File: src/core/brctl_pkg.sv
`default_nettype none
package brctl_pkg;
    localparam logic [7:0] OP_JMP_T0_LOW   = 8'h26;
    localparam logic [7:0] OP_JMP_T1_LOW   = 8'h46;
    localparam logic [7:0] OP_JMP_NZ       = 8'h96;
    localparam logic [7:0] OP_JMP_TF       = 8'h16;
    localparam logic [7:0] OP_JMP_T0_HIGH  = 8'h36;
    localparam logic [7:0] OP_JMP_T1_HIGH  = 8'h56;
    localparam logic [7:0] OP_JMP_ZERO     = 8'hC6;
    localparam logic [7:0] OP_IRQ_ENABLE   = 8'h05;
    localparam logic [7:0] OP_IRQ_DISABLE  = 8'h15;
    localparam logic [7:0] OP_T0_CLK_OUT   = 8'h75;
    localparam logic [7:0] OP_PBANK_LOW    = 8'hE5;
    localparam logic [7:0] OP_PBANK_HIGH   = 8'hF5;
    localparam logic [7:0] OP_RBANK_LOW    = 8'hC5;
    localparam logic [7:0] OP_RBANK_HIGH   = 8'hD5;
    localparam logic [11:0] PC_RESET       = 12'h000;
    localparam logic [11:0] PC_STEP_ONE    = 12'h001;
    localparam int          PC_LOW_W       = 8;
    localparam int          PC_W           = 12;
    typedef enum logic [1:0] {
        BRCTL_ST_OPCODE  = 2'b01,
        BRCTL_ST_ADDRESS = 2'b10
    } brctl_state_type;
endpackage
`default_nettype wire

File: src/core/brctl_cond_if.sv
`default_nettype none
interface brctl_cond_if;
    logic [7:0] opcode;
    logic       t0_low;
    logic       t1_low;
    logic       acc_zero;
    logic       tf_set;
    logic       is_jump;
    logic       take;
    modport user (output opcode, t0_low, t1_low, acc_zero, tf_set,
                  input is_jump, take);
    modport eval (input opcode, t0_low, t1_low, acc_zero, tf_set,
                  output is_jump, take);
endinterface
`default_nettype wire

File: src/core/brctl_cond.sv
`default_nettype none
module brctl_cond (
    brctl_cond_if.eval c
);
    always_comb begin
        c.is_jump = 1'b1;
        c.take    = 1'b0;
        unique case (c.opcode)
            brctl_pkg::OP_JMP_T0_LOW:  c.take = c.t0_low;
            brctl_pkg::OP_JMP_T1_LOW:  c.take = c.t1_low;
            brctl_pkg::OP_JMP_NZ:      c.take = ~c.acc_zero;
            brctl_pkg::OP_JMP_TF:      c.take = c.tf_set;
            brctl_pkg::OP_JMP_T0_HIGH: c.take = ~c.t0_low;
            brctl_pkg::OP_JMP_T1_HIGH: c.take = ~c.t1_low;
            brctl_pkg::OP_JMP_ZERO:    c.take = c.acc_zero;
            default:                   c.is_jump = 1'b0;
        endcase
    end
endmodule
`default_nettype wire

File: src/core/brctl_top.sv
// Overview of operation
// - opcode 26h jumps in page when test zero is low, else pc plus two.
// - opcode 46h jumps in page when test one is low, else pc plus two.
// - opcode 96h jumps in page when the accumulator is nonzero.
// - opcode 16h jumps in page when the timer flag is one.
// - opcodes 36h and 56h jump when test zero or one is high.
// - opcode C6h jumps in page when the accumulator is zero.
// - opcode 05h sets the external interrupt enable.
// - opcode 15h clears the external interrupt enable.
// - opcode 75h turns test pin zero into a clock output.
// - opcode E5h clears the program bank flag (low bank).
// - opcode F5h sets the program bank flag (high bank).
// - opcode C5h clears the register bank bit (locations 0-7).
// - opcode D5h sets the register bank bit (locations 24-31).
// - interrupts start only when enabled, and reset clears the enable.
// - with clock out on, test pin zero shows the state clock.
`default_nettype none
module brctl_top (
    input  wire logic        clk,
    input  wire logic        resetn,
    input  wire logic [7:0]  instr_byte,
    input  wire logic        instr_valid,
    input  wire logic        test_input_zero,
    input  wire logic        test_input_one,
    input  wire logic        timer_overflow_flag,
    input  wire logic [7:0]  acc,
    input  wire logic        ext_irq_n,
    input  wire logic        state_clk,
    output logic [11:0]      pc,
    output logic             irq_enable,
    output logic             irq_request,
    output logic             t0_clk_enable,
    output logic             t0_out,
    output logic             t0_oe,
    output logic             program_bank_flag,
    output logic             register_bank_bit,
    output logic             jump_taken
);
    // pins pass two flops before use
    logic [1:0] t0_s_r, t1_s_r, tf_s_r, irq_s_r, sclk_s_r;
    always_ff @(posedge clk) begin
        if (!resetn) begin
            t0_s_r   <= 2'h0;
            t1_s_r   <= 2'h0;
            tf_s_r   <= 2'h0;
            irq_s_r  <= 2'h3;
            sclk_s_r <= 2'h0;
        end else begin
            t0_s_r   <= {t0_s_r[0], test_input_zero};
            t1_s_r   <= {t1_s_r[0], test_input_one};
            tf_s_r   <= {tf_s_r[0], timer_overflow_flag};
            irq_s_r  <= {irq_s_r[0], ext_irq_n};
            sclk_s_r <= {sclk_s_r[0], state_clk};
        end
    end

    brctl_cond_if cif ();
    brctl_cond u_cond (
        .c (cif)
    );

    brctl_pkg::brctl_state_type state_r, state_nxt;
    logic [7:0]  op_r, op_nxt;
    logic [11:0] pc_r, pc_nxt;
    logic        ie_r, ie_nxt, ck_r, ck_nxt;
    logic        pb_r, pb_nxt, rb_r, rb_nxt;
    logic        jt_r, jt_nxt, irq_r, irq_nxt, t0o_r, t0o_nxt;

    // jump decode on the fresh byte, condition on the held opcode
    assign cif.opcode   = (state_r == brctl_pkg::BRCTL_ST_OPCODE) ?
                          instr_byte : op_r;
    assign cif.t0_low   = ~t0_s_r[1];
    assign cif.t1_low   = ~t1_s_r[1];
    assign cif.acc_zero = (acc == 8'h00);
    assign cif.tf_set   = tf_s_r[1];

    function automatic logic [11:0] pc_inc(input logic [11:0] p);
        pc_inc = p + brctl_pkg::PC_STEP_ONE;
    endfunction

    always_comb begin
        state_nxt = state_r;
        op_nxt    = op_r;
        pc_nxt    = pc_r;
        ie_nxt    = ie_r;
        ck_nxt    = ck_r;
        pb_nxt    = pb_r;
        rb_nxt    = rb_r;
        jt_nxt    = 1'b0;
        unique case (state_r)
            brctl_pkg::BRCTL_ST_OPCODE: if (instr_valid) begin
                op_nxt = instr_byte;
                pc_nxt = pc_inc(pc_r);
                unique case (instr_byte)
                    brctl_pkg::OP_IRQ_ENABLE:  ie_nxt = 1'b1;
                    brctl_pkg::OP_IRQ_DISABLE: ie_nxt = 1'b0;
                    brctl_pkg::OP_T0_CLK_OUT:  ck_nxt = 1'b1;
                    brctl_pkg::OP_PBANK_LOW:   pb_nxt = 1'b0;
                    brctl_pkg::OP_PBANK_HIGH:  pb_nxt = 1'b1;
                    brctl_pkg::OP_RBANK_LOW:   rb_nxt = 1'b0;
                    brctl_pkg::OP_RBANK_HIGH:  rb_nxt = 1'b1;
                    default: ;
                endcase
                if (cif.is_jump)
                    state_nxt = brctl_pkg::BRCTL_ST_ADDRESS;
            end
            brctl_pkg::BRCTL_ST_ADDRESS: if (instr_valid) begin
                state_nxt = brctl_pkg::BRCTL_ST_OPCODE;
                // in-page target or skip by two
                if (cif.take) begin
                    pc_nxt = {pc_r[11:8], instr_byte};
                    jt_nxt = 1'b1;
                end else begin
                    pc_nxt = pc_inc(pc_r);
                end
            end
            default: state_nxt = brctl_pkg::BRCTL_ST_OPCODE;
        endcase
        irq_nxt = ie_nxt & ~irq_s_r[1];
        t0o_nxt = ck_nxt & sclk_s_r[1];
    end

    always_ff @(posedge clk) begin
        if (!resetn) begin
            state_r <= brctl_pkg::BRCTL_ST_OPCODE;
            op_r    <= 8'h00;
            pc_r    <= brctl_pkg::PC_RESET;
            ie_r    <= 1'b0;
            ck_r    <= 1'b0;
            pb_r    <= 1'b0;
            rb_r    <= 1'b0;
            jt_r    <= 1'b0;
            irq_r   <= 1'b0;
            t0o_r   <= 1'b0;
        end else begin
            state_r <= state_nxt;
            op_r    <= op_nxt;
            pc_r    <= pc_nxt;
            ie_r    <= ie_nxt;
            ck_r    <= ck_nxt;
            pb_r    <= pb_nxt;
            rb_r    <= rb_nxt;
            jt_r    <= jt_nxt;
            irq_r   <= irq_nxt;
            t0o_r   <= t0o_nxt;
        end
    end

    assign pc                = pc_r;
    assign irq_enable        = ie_r;
    assign irq_request       = irq_r;
    assign t0_clk_enable     = ck_r;
    assign t0_out            = t0o_r;
    assign t0_oe             = ck_r;
    assign program_bank_flag = pb_r;
    assign register_bank_bit = rb_r;
    assign jump_taken        = jt_r;
endmodule
`default_nettype wire

File: config.mk
export PLATFORM = sky130hd
export DESIGN_NAME = brctl_top
export DESIGN_NICKNAME = d
export VERILOG_FILES = /design/src/core/brctl_pkg.sv /design/src/core/brctl_cond_if.sv /design/src/core/brctl_cond.sv /design/src/core/brctl_top.sv
export SDC_FILE = /design/constraint.sdc
export NUM_CORES = 1
export LEC_CHECK = 0
export BUFFER_PORTS_ARGS = -buffer_cell sky130_fd_sc_hd__buf_2
export CAP_MARGIN = 10
export CORE_ASPECT_RATIO = 1.5
export CORE_UTILIZATION = 53
export CTS_CLUSTER_SIZE = 20
export DETAILED_ROUTE_END_ITERATION = 8
export GPL_TIMING_DRIVEN = 1
export PLACE_DENSITY_LB_ADDON = 0.2
export SYNTH_ARGS = -nofsm -noshare
export SYNTH_HDL_FRONTEND = slang
export SYNTH_SLANG_ARGS = --single-unit
File: constraint.sdc
create_clock -name clk -period 3.3 [get_ports clk]
set_clock_uncertainty 0.15 [all_clocks]
set_input_delay 0.66 -clock clk [delete_from_list [all_inputs] [get_ports clk]]
set_output_delay 0.66 -clock clk [all_outputs]
set_load 0.01 [all_outputs]
**Yosys cells after proc, flatten, opt, wreduce, memory -nomap -nowiden**

Index checks and enable logic that the tools add are counted.

- Register bits: 39
- Bits of input ports: 24
- Word-level logic and storage cells: 75

- $add $sub $neg: 1
- Eq/ne operators: 20
- Muxes and demuxes: 20
- Bitwise logic cells: 6
- Reductions and logical operators: 12

Operators with widths:

| operator | count |
|---|---|
| $eq A8 B8 Y1 const B | 6 |
| $mux W12 | 3 |
| $eq A8 B7 Y1 const B | 3 |
| $pmux W12 S2 | 1 |
| $eq A8 B5 Y1 const B | 2 |
| $eq A8 B6 Y1 const B | 2 |
| $reduce_and A3 Y1 | 5 |
| $add A12 B1 Y12 const B | 1 |
| $eq A8 B3 Y1 const B | 1 |
| $logic_not A8 Y1 | 1 |
| $mux W8 | 1 |
| $ne A2 B2 Y1 const B | 4 |
| $mux W1 | 7 |
| $pmux W1 S7 | 1 |
| $reduce_or A7 Y1 | 1 |
| $mux W2 | 3 |
| $pmux W1 S2 | 3 |
| $reduce_bool A2 Y1 | 3 |
| $not A1 Y1 | 4 |
| $pmux W2 S2 | 1 |
| $reduce_and A4 Y1 | 1 |
| $and A1 B1 Y1 | 2 |
| $eq A2 B1 Y1 const B | 1 |
| $eq A2 B2 Y1 const B | 1 |
| $reduce_and A2 Y1 | 1 |

**Depth between registers and ports, before layout**

Gate-level depths: netlist (run 1).

- Depth after elaboration: 8
- Depth in mapped cells: 9
- Depth with buffers taken out: 7

**Cells and area by module**

From an unflattened synthesis (run 1), not the netlist that was laid out.

- Cell total of the unflattened synthesis: 206
- Area total of the unflattened synthesis: 1958.1 µm²

By module, submodules not included:

| module | instances | cells each | area an instance (µm²) | seq. area each (µm²) |
|---|---|---|---|---|
| brctl_top | 1 | 190 | 1846.8 | 780.7 |
| brctl_cond | 1 | 16 | 111.4 | 0.0 |

**Worst setup path after synthesis (run 1)**

OpenSTA, ideal clock, no wires.

- Kind: in2reg
- From: in acc[5]
- To: reg pc_r[10], in the netlist pc[10]
- Setup time: 70 ps
- Arrival: 2503 ps
- Setup slack: 576 ps
- Stages on the path: 8
- Buffers on the path: 1
- Cells stage by stage: or4_4 > nor2_4 > o211a_1 > nor4b_2 > a31o_1 > buf_6 > or4_1 > a21oi_1

- Longest elaborated chain between the ends: 5

Ends and longest elaborated chain:

| what | line | source |
|---|---|---|
| start: declaration | brctl_top.sv:26 | `input wire logic [7:0] acc,` |
| $logic_not A8 Y1 * | brctl_top.sv:74 | `assign cif.acc_zero = (acc == 8'h00);` |
| $not A1 Y1 | brctl_cond.sv:11 | `brctl_pkg::OP_JMP_NZ: c.take = ~c.acc_zero;` |
| $pmux W1 S7 * | brctl_cond.sv:8 | `unique case (c.opcode)` |
| $ne A2 B2 Y1 (no line) * | - |  |
| $reduce_and A4 Y1 (no line) * | - |  |
| end signal: assignment | brctl_top.sv:127 | `pc_r <= brctl_pkg::PC_RESET;` |
| end signal: assignment | brctl_top.sv:138 | `pc_r <= pc_nxt;` |
| end: declaration | brctl_top.sv:64 | `logic [11:0] pc_r, pc_nxt;` |

Every way passes the cells marked *; elsewhere a longest branch is shown, timed or not.
A chain may end at the register's enable or synchronous reset.

**Final worst setup path (run 1)**

- From: reg state_r[0]
- To: reg pc_r[11], in the netlist pc[11]

- Longest elaborated chain between the ends: 6
- Elaborated cells on any way between the ends: 17
- Those cells by class: eq/ne (12); mux (3); reduce/logical (2)

Ends and longest elaborated chain:

| what | line | source |
|---|---|---|
| start: declaration | brctl_top.sv:62 | `brctl_pkg::brctl_state_type state_r, state_nxt;` |
| start signal: assignment | brctl_top.sv:125 | `state_r <= brctl_pkg::BRCTL_ST_OPCODE;` |
| start signal: assignment | brctl_top.sv:136 | `state_r <= state_nxt;` |
| $eq A2 B1 Y1 | brctl_top.sv:70, brctl_top.sv:90 |  |
| $mux W8 | brctl_top.sv:70 | `assign cif.opcode = (state_r == brctl_pkg::BRCTL_ST_OPCODE) ?` |
| $eq A8 B8 Y1 (tied with other cells) | brctl_cond.sv:8 |  |
| $pmux W1 S7 | brctl_cond.sv:8 |  |
| $ne A2 B2 Y1 (no line) | - |  |
| $reduce_and A4 Y1 (no line) | - |  |

Parallel ways exist; a longest one is shown, timed or not.

==> results summary, run 1 <==
The run finished with clean final reports. The instance count after placement with tap cells included is 290. By count the netlist is led by sky130_fd_sc_hd__dfxtp_1, sky130_fd_sc_hd__nand2_1, sky130_fd_sc_hd__nand3_1. The first routing iteration left 67 violations. The proportion of synthesized flip-flops having asynchronous set or reset is 0%. The clock net sink count is 39. The maximum clock frequency is 0.353 GHz. The switching power as a share of total power is 24.2%. The worst path needs 2.84 ns of the cycle, external delays included. The share of final-layout standard cells stronger than drive strength 1 came out at 24.3%. 0 antenna diodes ended up in the layout. The die extent in y is 75.4 um. The die covers 3840 um^2. The signal on the critical path passes through nor2b_4 -> mux2i_2 -> o211a_1 -> nor4b_2 -> a31o_1 -> or4_1 -> a21oi_1. The H-tree level count is 2.

The number of buffers and inverters on the critical path is 0. The clock reaches the later pin of the worst-skew pair after 0.29 ns. The maximum count of clock buffers along a single path came out at 2. The number of warnings reported in the yosys synthesis log came out at 0. The data required time at the worst endpoint is 3.37 ns.

The total routing usage reported by global routing is 24.3%. TritonCTS built the clock tree. The routability-driven placement congestion ratio is 0.866. The final-report setup violation count is 0. The total grt overflow came out at 0. The total of max-cap violations is 0. The area growth from synthesis to layout is 15.6%. The number of slew-limit violations in the final report came out at 0. The analysis attributes to cell leakage a power of 0.942 nW. The overall via count from detail_route is 1730. The wire length of the first global-routing pass came out at 7050 um.

The sequential fraction of the synthesis area came out at 41.0%. The part of the power in the clock network came out at 36.0%. For the pin with the worst max-slew slack, the measured transition is 0.682 ns. Counting every net in the synthesized netlist gives 242.

The synthesized netlist devotes 0.920% of its cell area to XOR and XNOR gates. After synthesis, the largest family of logic cells by area is simple AND/OR/NAND/NOR gates. The average cell area after synthesis is 8.77 um^2. Adding up every negative setup slack in the final design gives 0 ns. The HPWL after detailed placement is 3060 um. The initial utilization of the core area, before any placement, comes to 55.7%. The average wire length per cell after detail routing came out at 14.6 um.

Summing the areas of all fa, ha and maj instances in the mapped netlist gives 0.657% of the synthesized area. Setup repair after global routing left no endpoint under its margin. The net total in the final layout came out at 280. From left edge to right edge, the die measures 50.9 um. The number of port buffers is 43. The cell count after synthesis is 217. The switching power came out at 0.000219 W. Along the worst path, the maximum fanout reaches 19.

The hold violation count in the final report came out at 0. Grouping stages by cell kind, the critical path spends the most delay in simple AND/OR/NAND/NOR gates. In this run, synthesis inferred 0 flip-flops with an integrated enable. The worst-case IR drop observed on VDD is 0.500 mV. The post-route antenna net violation count came out at 0. The area of the mapped netlist came out at 1900 um^2. STA classifies the critical path startpoint as a flip-flop.

The routed design has 4330 um of wire. The arrival time reported for the critical path endpoint came out at 2.90 ns. The total clock buffers created by CTS came out at 5. For this run, the share of the core covered by cells in the final layout is 64.4%. After synthesis, the largest area contributor takes up 41.0% of total cell area. The remaining design rule violation count is 0. The initial antenna violation count came out at 0. The worst slew margin relative to its limit came out at 54.2%. Once the clock tree was built, the setup fixing pass inserted 0 buffers. The total core area is 3420 um^2. The least setup slack across all paths after layout came out at 0.463 ns. After synthesis, the netlist uses 52 different library cells.

The worst slack after detailed placement came out at 0.341 ns. The worst hold-check path type is reg2reg. The number of standard cells in the final layout excluding fillers came out at 297. The flip-flop and latch count after synthesis is 39. 44 I/O pins were placed.

Dividing the detail-routed via count by the number of cells gives 5.82. The power density normalized to cell area came out at 410 nW/um^2. The most used flip-flop cell after synthesis is sky130_fd_sc_hd__dfxtp_1.

The maximum number of pins on one net before global-route repair came out at 23. The tree is rooted in a sky130_fd_sc_hd__clkbuf_8. The maximum cell stage delay along the critical path is 0.56 ns. Cell internal power was estimated by the tool at 0.000684 W. Combinational cells account for 9.2% of the total power. In the synthesized netlist, mux cells make up 5.98% of the area. The number of detailed-routing iterations run before antenna repair is 4. After floorplanning, the core was divided into 26 placement rows. The ratio of final minimum period to clock period came out at 86.0%. The number of gates given a new drive strength after cts is 0.

On the critical path, the stage with the largest delay is an instance of sky130_fd_sc_hd__or4_1. The synthesized netlist devotes 16.1% of its cell area to compound gates. Yosys instantiated no cell more often than sky130_fd_sc_hd__dfxtp_1. The setup path with the least slack is of type reg2reg. The worst setup path is captured at a flip-flop. Sorting the synthesized cells by area gives the leading types as sky130_fd_sc_hd__dfxtp_1, sky130_fd_sc_hd__nand3_1, sky130_fd_sc_hd__a21oi_1. The number of global-route vias before repair is 1581. The power after layout came out at 0.000903 W. The sequential group share of total power came out at 54.8%. The synthesized netlist devotes 30.5% of its cell area to simple gates. The quantity of hold-fixing buffers added after cts is 0. After clock tree synthesis, the clock-pin slew on the worst setup and hold paths is 0.07 ns. The most area-hungry cell type in the Yosys netlist is sky130_fd_sc_hd__dfxtp_1.
## state kept, by name, summed over array words and instances, names as in the netlist
name               flops
irq_enable             1
irq_request            1
irq_s_r                2
jump_taken             1
op_r                   8
pc                    12
program_bank_flag      1
register_bank_bit      1
sclk_s_r               2
state_r                2
t0_clk_enable          1
t0_out                 1
t0_s_r                 2
t1_s_r                 2
tf_s_r                 2
## final timing paths
check	startpoint	to	slack, ns	cells after the start
worst max-delay path	state_r[0]	pc[11]	0.46	7
worst min-delay path	irq_s_r[0]	irq_s_r[1]	0.26	1
worst max register to register	state_r[0]	pc[11]	0.46	7
worst min register to register	irq_s_r[0]	irq_s_r[1]	0.26	1
## cells in the final DEF (no fill, tap or decap), types with 6 or more instances in the layout
| cell | count |
|---|---|
| sky130_fd_sc_hd__buf_2 | 43 |
| sky130_fd_sc_hd__dfxtp_1 | 39 |
| sky130_fd_sc_hd__nand2_1 | 21 |
| sky130_fd_sc_hd__nand3_1 | 18 |
| sky130_fd_sc_hd__a21oi_1 | 16 |
| sky130_fd_sc_hd__nor2_1 | 10 |
| sky130_fd_sc_hd__and2_1 | 10 |
| sky130_fd_sc_hd__nand2b_1 | 9 |
| sky130_fd_sc_hd__a31oi_1 | 7 |
| sky130_fd_sc_hd__mux2i_1 | 6 |
| sky130_fd_sc_hd__clkbuf_8 | 6 |
## per-layer routing
layer  vias to the layer above  wire length (um)  global-route usage (%)
li1                        861                 -                       -
met1                       825              1790                    28.7
met2                        35              2320                    42.4
met3                         9               137                    4.39
met4                         0                84                    11.1
met5                         -                 0                       0
## worst reg2reg max path: stages (launching register included)
cell	delay, ns
sky130_fd_sc_hd__dfxtp_1	0.38
sky130_fd_sc_hd__nor2b_4	0.46
sky130_fd_sc_hd__mux2i_2	0.41
sky130_fd_sc_hd__o211a_1	0.22
sky130_fd_sc_hd__nor4b_2	0.06
sky130_fd_sc_hd__a31o_1	0.37
sky130_fd_sc_hd__or4_1	0.56
sky130_fd_sc_hd__a21oi_1	0.15
## per-stage QoR
stage / instance area, um^2 / hold WS [ns]
floorplan: 1900 / 0.217
global placement: 2110 / 0.237
detailed placement: 2110 / 0.246
CTS: 2200 / 0.263
global route: 2200 / 0.273
finish: 2200 / 0.259
## area by class of cell
cell class	count	area [um^2]
tap	42	52.6
clock buffer	6	82.6
multi-input combinational	159	1030
fill	320	1210
clock inverter	1	5.00
sequential	39	781
inverter	5	18.8
timing repair buffer	45	230
## power groups by stage
stage | logic, W | clock network (W) | registers [W]
floorplan | 0.0000523 | 0 | 0.000504
global placement | 0.0000818 | 0 | 0.000505
detailed placement | 0.0000835 | 0 | 0.000505
CTS | 0.0000839 | 0.000332 | 0.000494
global route | 0.0000931 | 0.000348 | 0.000496
finish | 0.0000834 | 0.000325 | 0.000495
## kinds of logic (layout without fill, tap and decap cells)
kind of cell | after synthesis | after routing
AOI/OAI and AO/OA | 47 | 47
xor gates and xnor gates | 2 | 2
adders and majority gates | 1 | 1
buffers and inverters | 19 | 57
DFF | 39 | 39
muxes | 10 | 10
and+or+nand+nor | 99 | 99
No activity file was read; power rests on OpenSTA's default activity.
==> run 2, diff against run 1 <==
- SETUP_SLACK_MARGIN: not set -> 0.5
==> run 2 against run 1 <==
- total power down 0.18%
- worst setup slack better by 0.22 ns
- non-clock buffer count up 2
- critical path depth unchanged
- flip-flop and latch count unchanged
- clock power about the same
- clock-buffer cell count unchanged
- via count down 0.12%
- critical path type unchanged
- critical endpoint unchanged
==> results summary, run 2 (same netlist as run 1, synthesis figures left out) <==
The reported leakage power is 0.951 nW (+0.97%). The HPWL after detailed placement came out at 3060 um (unchanged). The worst slack after detailed placement is 0.341 ns (unchanged).

The time the worst path needs with I/O delays and setup came to 2.62 ns (-0.215 ns). The actual transition at the worst max-transition pin is 0.673 ns (-0.00867 ns). The initial antenna violation count was 0 (unchanged).

The number of detailed-routing iterations run before antenna repair is 4 (unchanged). The post-route antenna net violation count is 0 (unchanged). The number of slew-limit violations in the final report is 0 (unchanged). The maximum count of clock buffers along a single path is 2 (unchanged). The overall via count from detail_route is 1728 (-0.12%). STA classifies the critical path endpoint as a flip-flop. The count of fill cells added during filler insertion came out at 316 (-1.3%). The data required time at the worst endpoint came out at 3.36 ns (about the same).

In the layout the commonest cells are sky130_fd_sc_hd__buf_2, sky130_fd_sc_hd__dfxtp_1, sky130_fd_sc_hd__nand2_1. The clock-pin slew on the worst setup and hold paths is 0.07 ns (about the same). The wire length of the first global-routing pass is 7060 um (about the same). The total core area is 3420 um^2 (unchanged). The setup path with the least slack is of type reg2reg.

The clock insertion delay at the later pin of the skew report is 0.29 ns (about the same). The die extent in y is 75.4 um (unchanged). The end of the worst register-to-register path is pc[11]. The worst hold path begins at irq_s_r[0].

The path class of the tightest hold or removal check is reg2reg. The register-to-register setup slack was 0.68 ns (+0.22 ns). The number of global-route vias before repair is 1587 (+0.38%). On the critical path, the stage with the largest delay is an instance of sky130_fd_sc_hd__or4_1. The maximum cell stage delay along the critical path came out at 0.53 ns (-0.03 ns). The maximum number of pins on one net before global-route repair is 23 (unchanged). The average wire length per cell after detail routing is 14.5 um (-0.74%). The power density normalized to cell area was 407 nW/um^2 (-0.85%). The worst-case reg-to-reg path depth is 7 (unchanged).

The top fanout value on the critical path came out at 13 (-6). The net total in the final layout was 282 (+0.71%). The family with the most delay on the worst path is simple AND/OR/NAND/NOR gates. The cell sitting at the root of the clock tree is a sky130_fd_sc_hd__clkbuf_8. The least setup slack across all paths after layout is 0.678 ns (+0.215 ns). The startpoint identified for the worst register-to-register timing path is state_r[0]. The ratio of final minimum period to clock period came to 79.4% (-6.5 points). The total buffers and inverters traversed by the critical path is 0 (unchanged).

The total routing usage reported by global routing is 24.3% (+0.042 points). The number of port buffers is 43 (unchanged). The clock net sink count is 39 (unchanged). The number of flip-flops under the largest register name is 12 (unchanged). The total grt overflow came out at 0 (unchanged). The hold violation count in the final report was 0 (unchanged). The die boundary width was 50.9 um (unchanged). The number of vias per cell came to 5.78 (-0.78%). The worst slew margin relative to its limit came to 54.8% (+0.58 points).

The worst hold slack was 0.259 ns (-0.000191 ns). The die footprint came to 3840 um^2 (unchanged). The library cell used most frequently in the layout, excluding fill and tap cells, is sky130_fd_sc_hd__buf_2.

The final-report setup violation count was 0 (unchanged). The worst setup path is launched from a flip-flop. The routability-driven placement congestion ratio is 0.866 (unchanged).

The utilization of the core after routing came out at 64.9% (+0.44 points). The arrival time reported for the critical path endpoint was 2.69 ns (-0.21 ns). Setup repair after global routing left no endpoint under its margin. The remaining design rule violation count is 0 (unchanged). The count of antenna diodes in the layout is 0 (unchanged). The area of combinational cells with multiple inputs is 1030 um^2 (unchanged). The number of DRC markers after the initial detailed-route iteration came out at 94 (+40%).

The share of final-layout standard cells stronger than drive strength 1 came to 25.3% (+0.98 points). The critical path goes through nor2b_4 -> mux2i_2 -> o211a_1 -> nor4b_2 -> a31o_2 -> or4_1 -> a21oi_1. The total wire length came out at 4330 um (about the same).

The total of max-cap violations came out at 0 (unchanged). The effective utilization at floorplan came to 55.7% (unchanged). Relative to the synthesized area, the layout overhead comes to 16.4%.

The end point of the most critical hold path is irq_s_r[1]. The cell depth of the worst hold path came out at 1 (unchanged). The run finished with clean final reports.

The total clock buffers created by CTS came to 5 (unchanged). The count of standard-cell rows is 26 (unchanged). The quantity of hold-fixing buffers added after cts came out at 0 (unchanged). The H-tree level count came out at 2 (unchanged). The maximum vdd drop is 0.498 mV (-0.43%). The register area came out at 781 um^2 (unchanged). TritonCTS built the clock tree. The maximum clock frequency came to 0.381 GHz (+8.2%).

The number of top-level pins came out at 44 (unchanged). The final setup TNS was 0 ns (unchanged).
[run 2: layout make-up]
cell class | count | area share, %
clock buffers | 6 | 3.73
repair buffers | 47 | 11.1
multi-input cells | 159 | 46.5
inverters | 5 | 0.847
well taps | 42 | 2.37
flip-flops and latches | 39 | 35.2
clock inverters | 1 | 0.226
[run 2: stage by stage]
| step | instances | instance area [um^2] | total power, W |
|---|---|---|---|
| global placement | 290 | 2110 | 0.000587 |
| detailed placement | 290 | 2110 | 0.000589 |
| floorplan | 217 | 1900 | 0.000556 |
| CTS | 299 | 2220 | 0.000910 |
| finish | 299 | 2220 | 0.000902 |
| global route | 299 | 2220 | 0.000938 |
[run 2: per-layer routing]
metal	global-route usage [%]	up-vias	part of all wire [%]
met5	0	-	0
met4	11.1	0	1.9
li1	-	864	-
met2	42.4	37	53
met3	4.39	8	3.3
met1	28.9	819	42
[run 2: worst max-delay path by stage]
| stage | cells after the start | endpoint | slack (ns) | start |
|---|---|---|---|---|
| final | 7 | pc[11] | 0.68 | state_r[0] |
| after global routing | 7 | pc[11] | 0.54 | state_r[0] |
| after CTS | 8 | pc[5] | 0.61 | instr_byte[0] |
| after detailed placement | 8 | pc[5] | 0.34 | instr_byte[0] |
| after global placement | 8 | pc[5] | 0.37 | acc[5] |
| after floorplan | 8 | pc[10] | 0.58 | acc[5] |
[run 2: repair_timing]
item	CTS	global route
resized for setup	0	1
endpoints found under the setup margin	5	2
buffers inserted	2	0
[run 2: report_power, final]
part / total, W / internal (W) / leakage, nW / switching [W]
registers: 0.000495 / 0.000485 / 0.318 / 0.0000103
clock network: 0.000323 / 0.000164 / 0.0470 / 0.000159
logic: 0.0000838 / 0.0000362 / 0.585 / 0.0000476
[run 2: worst reg2reg max path, delay by kind of cell (launching register included)]
family / cells / cell delay (ns)
DFF: 1 / 0.39
AOI/OAI and AO/OA: 3 / 0.72
and+or+nand+nor: 3 / 0.91
muxes: 1 / 0.39
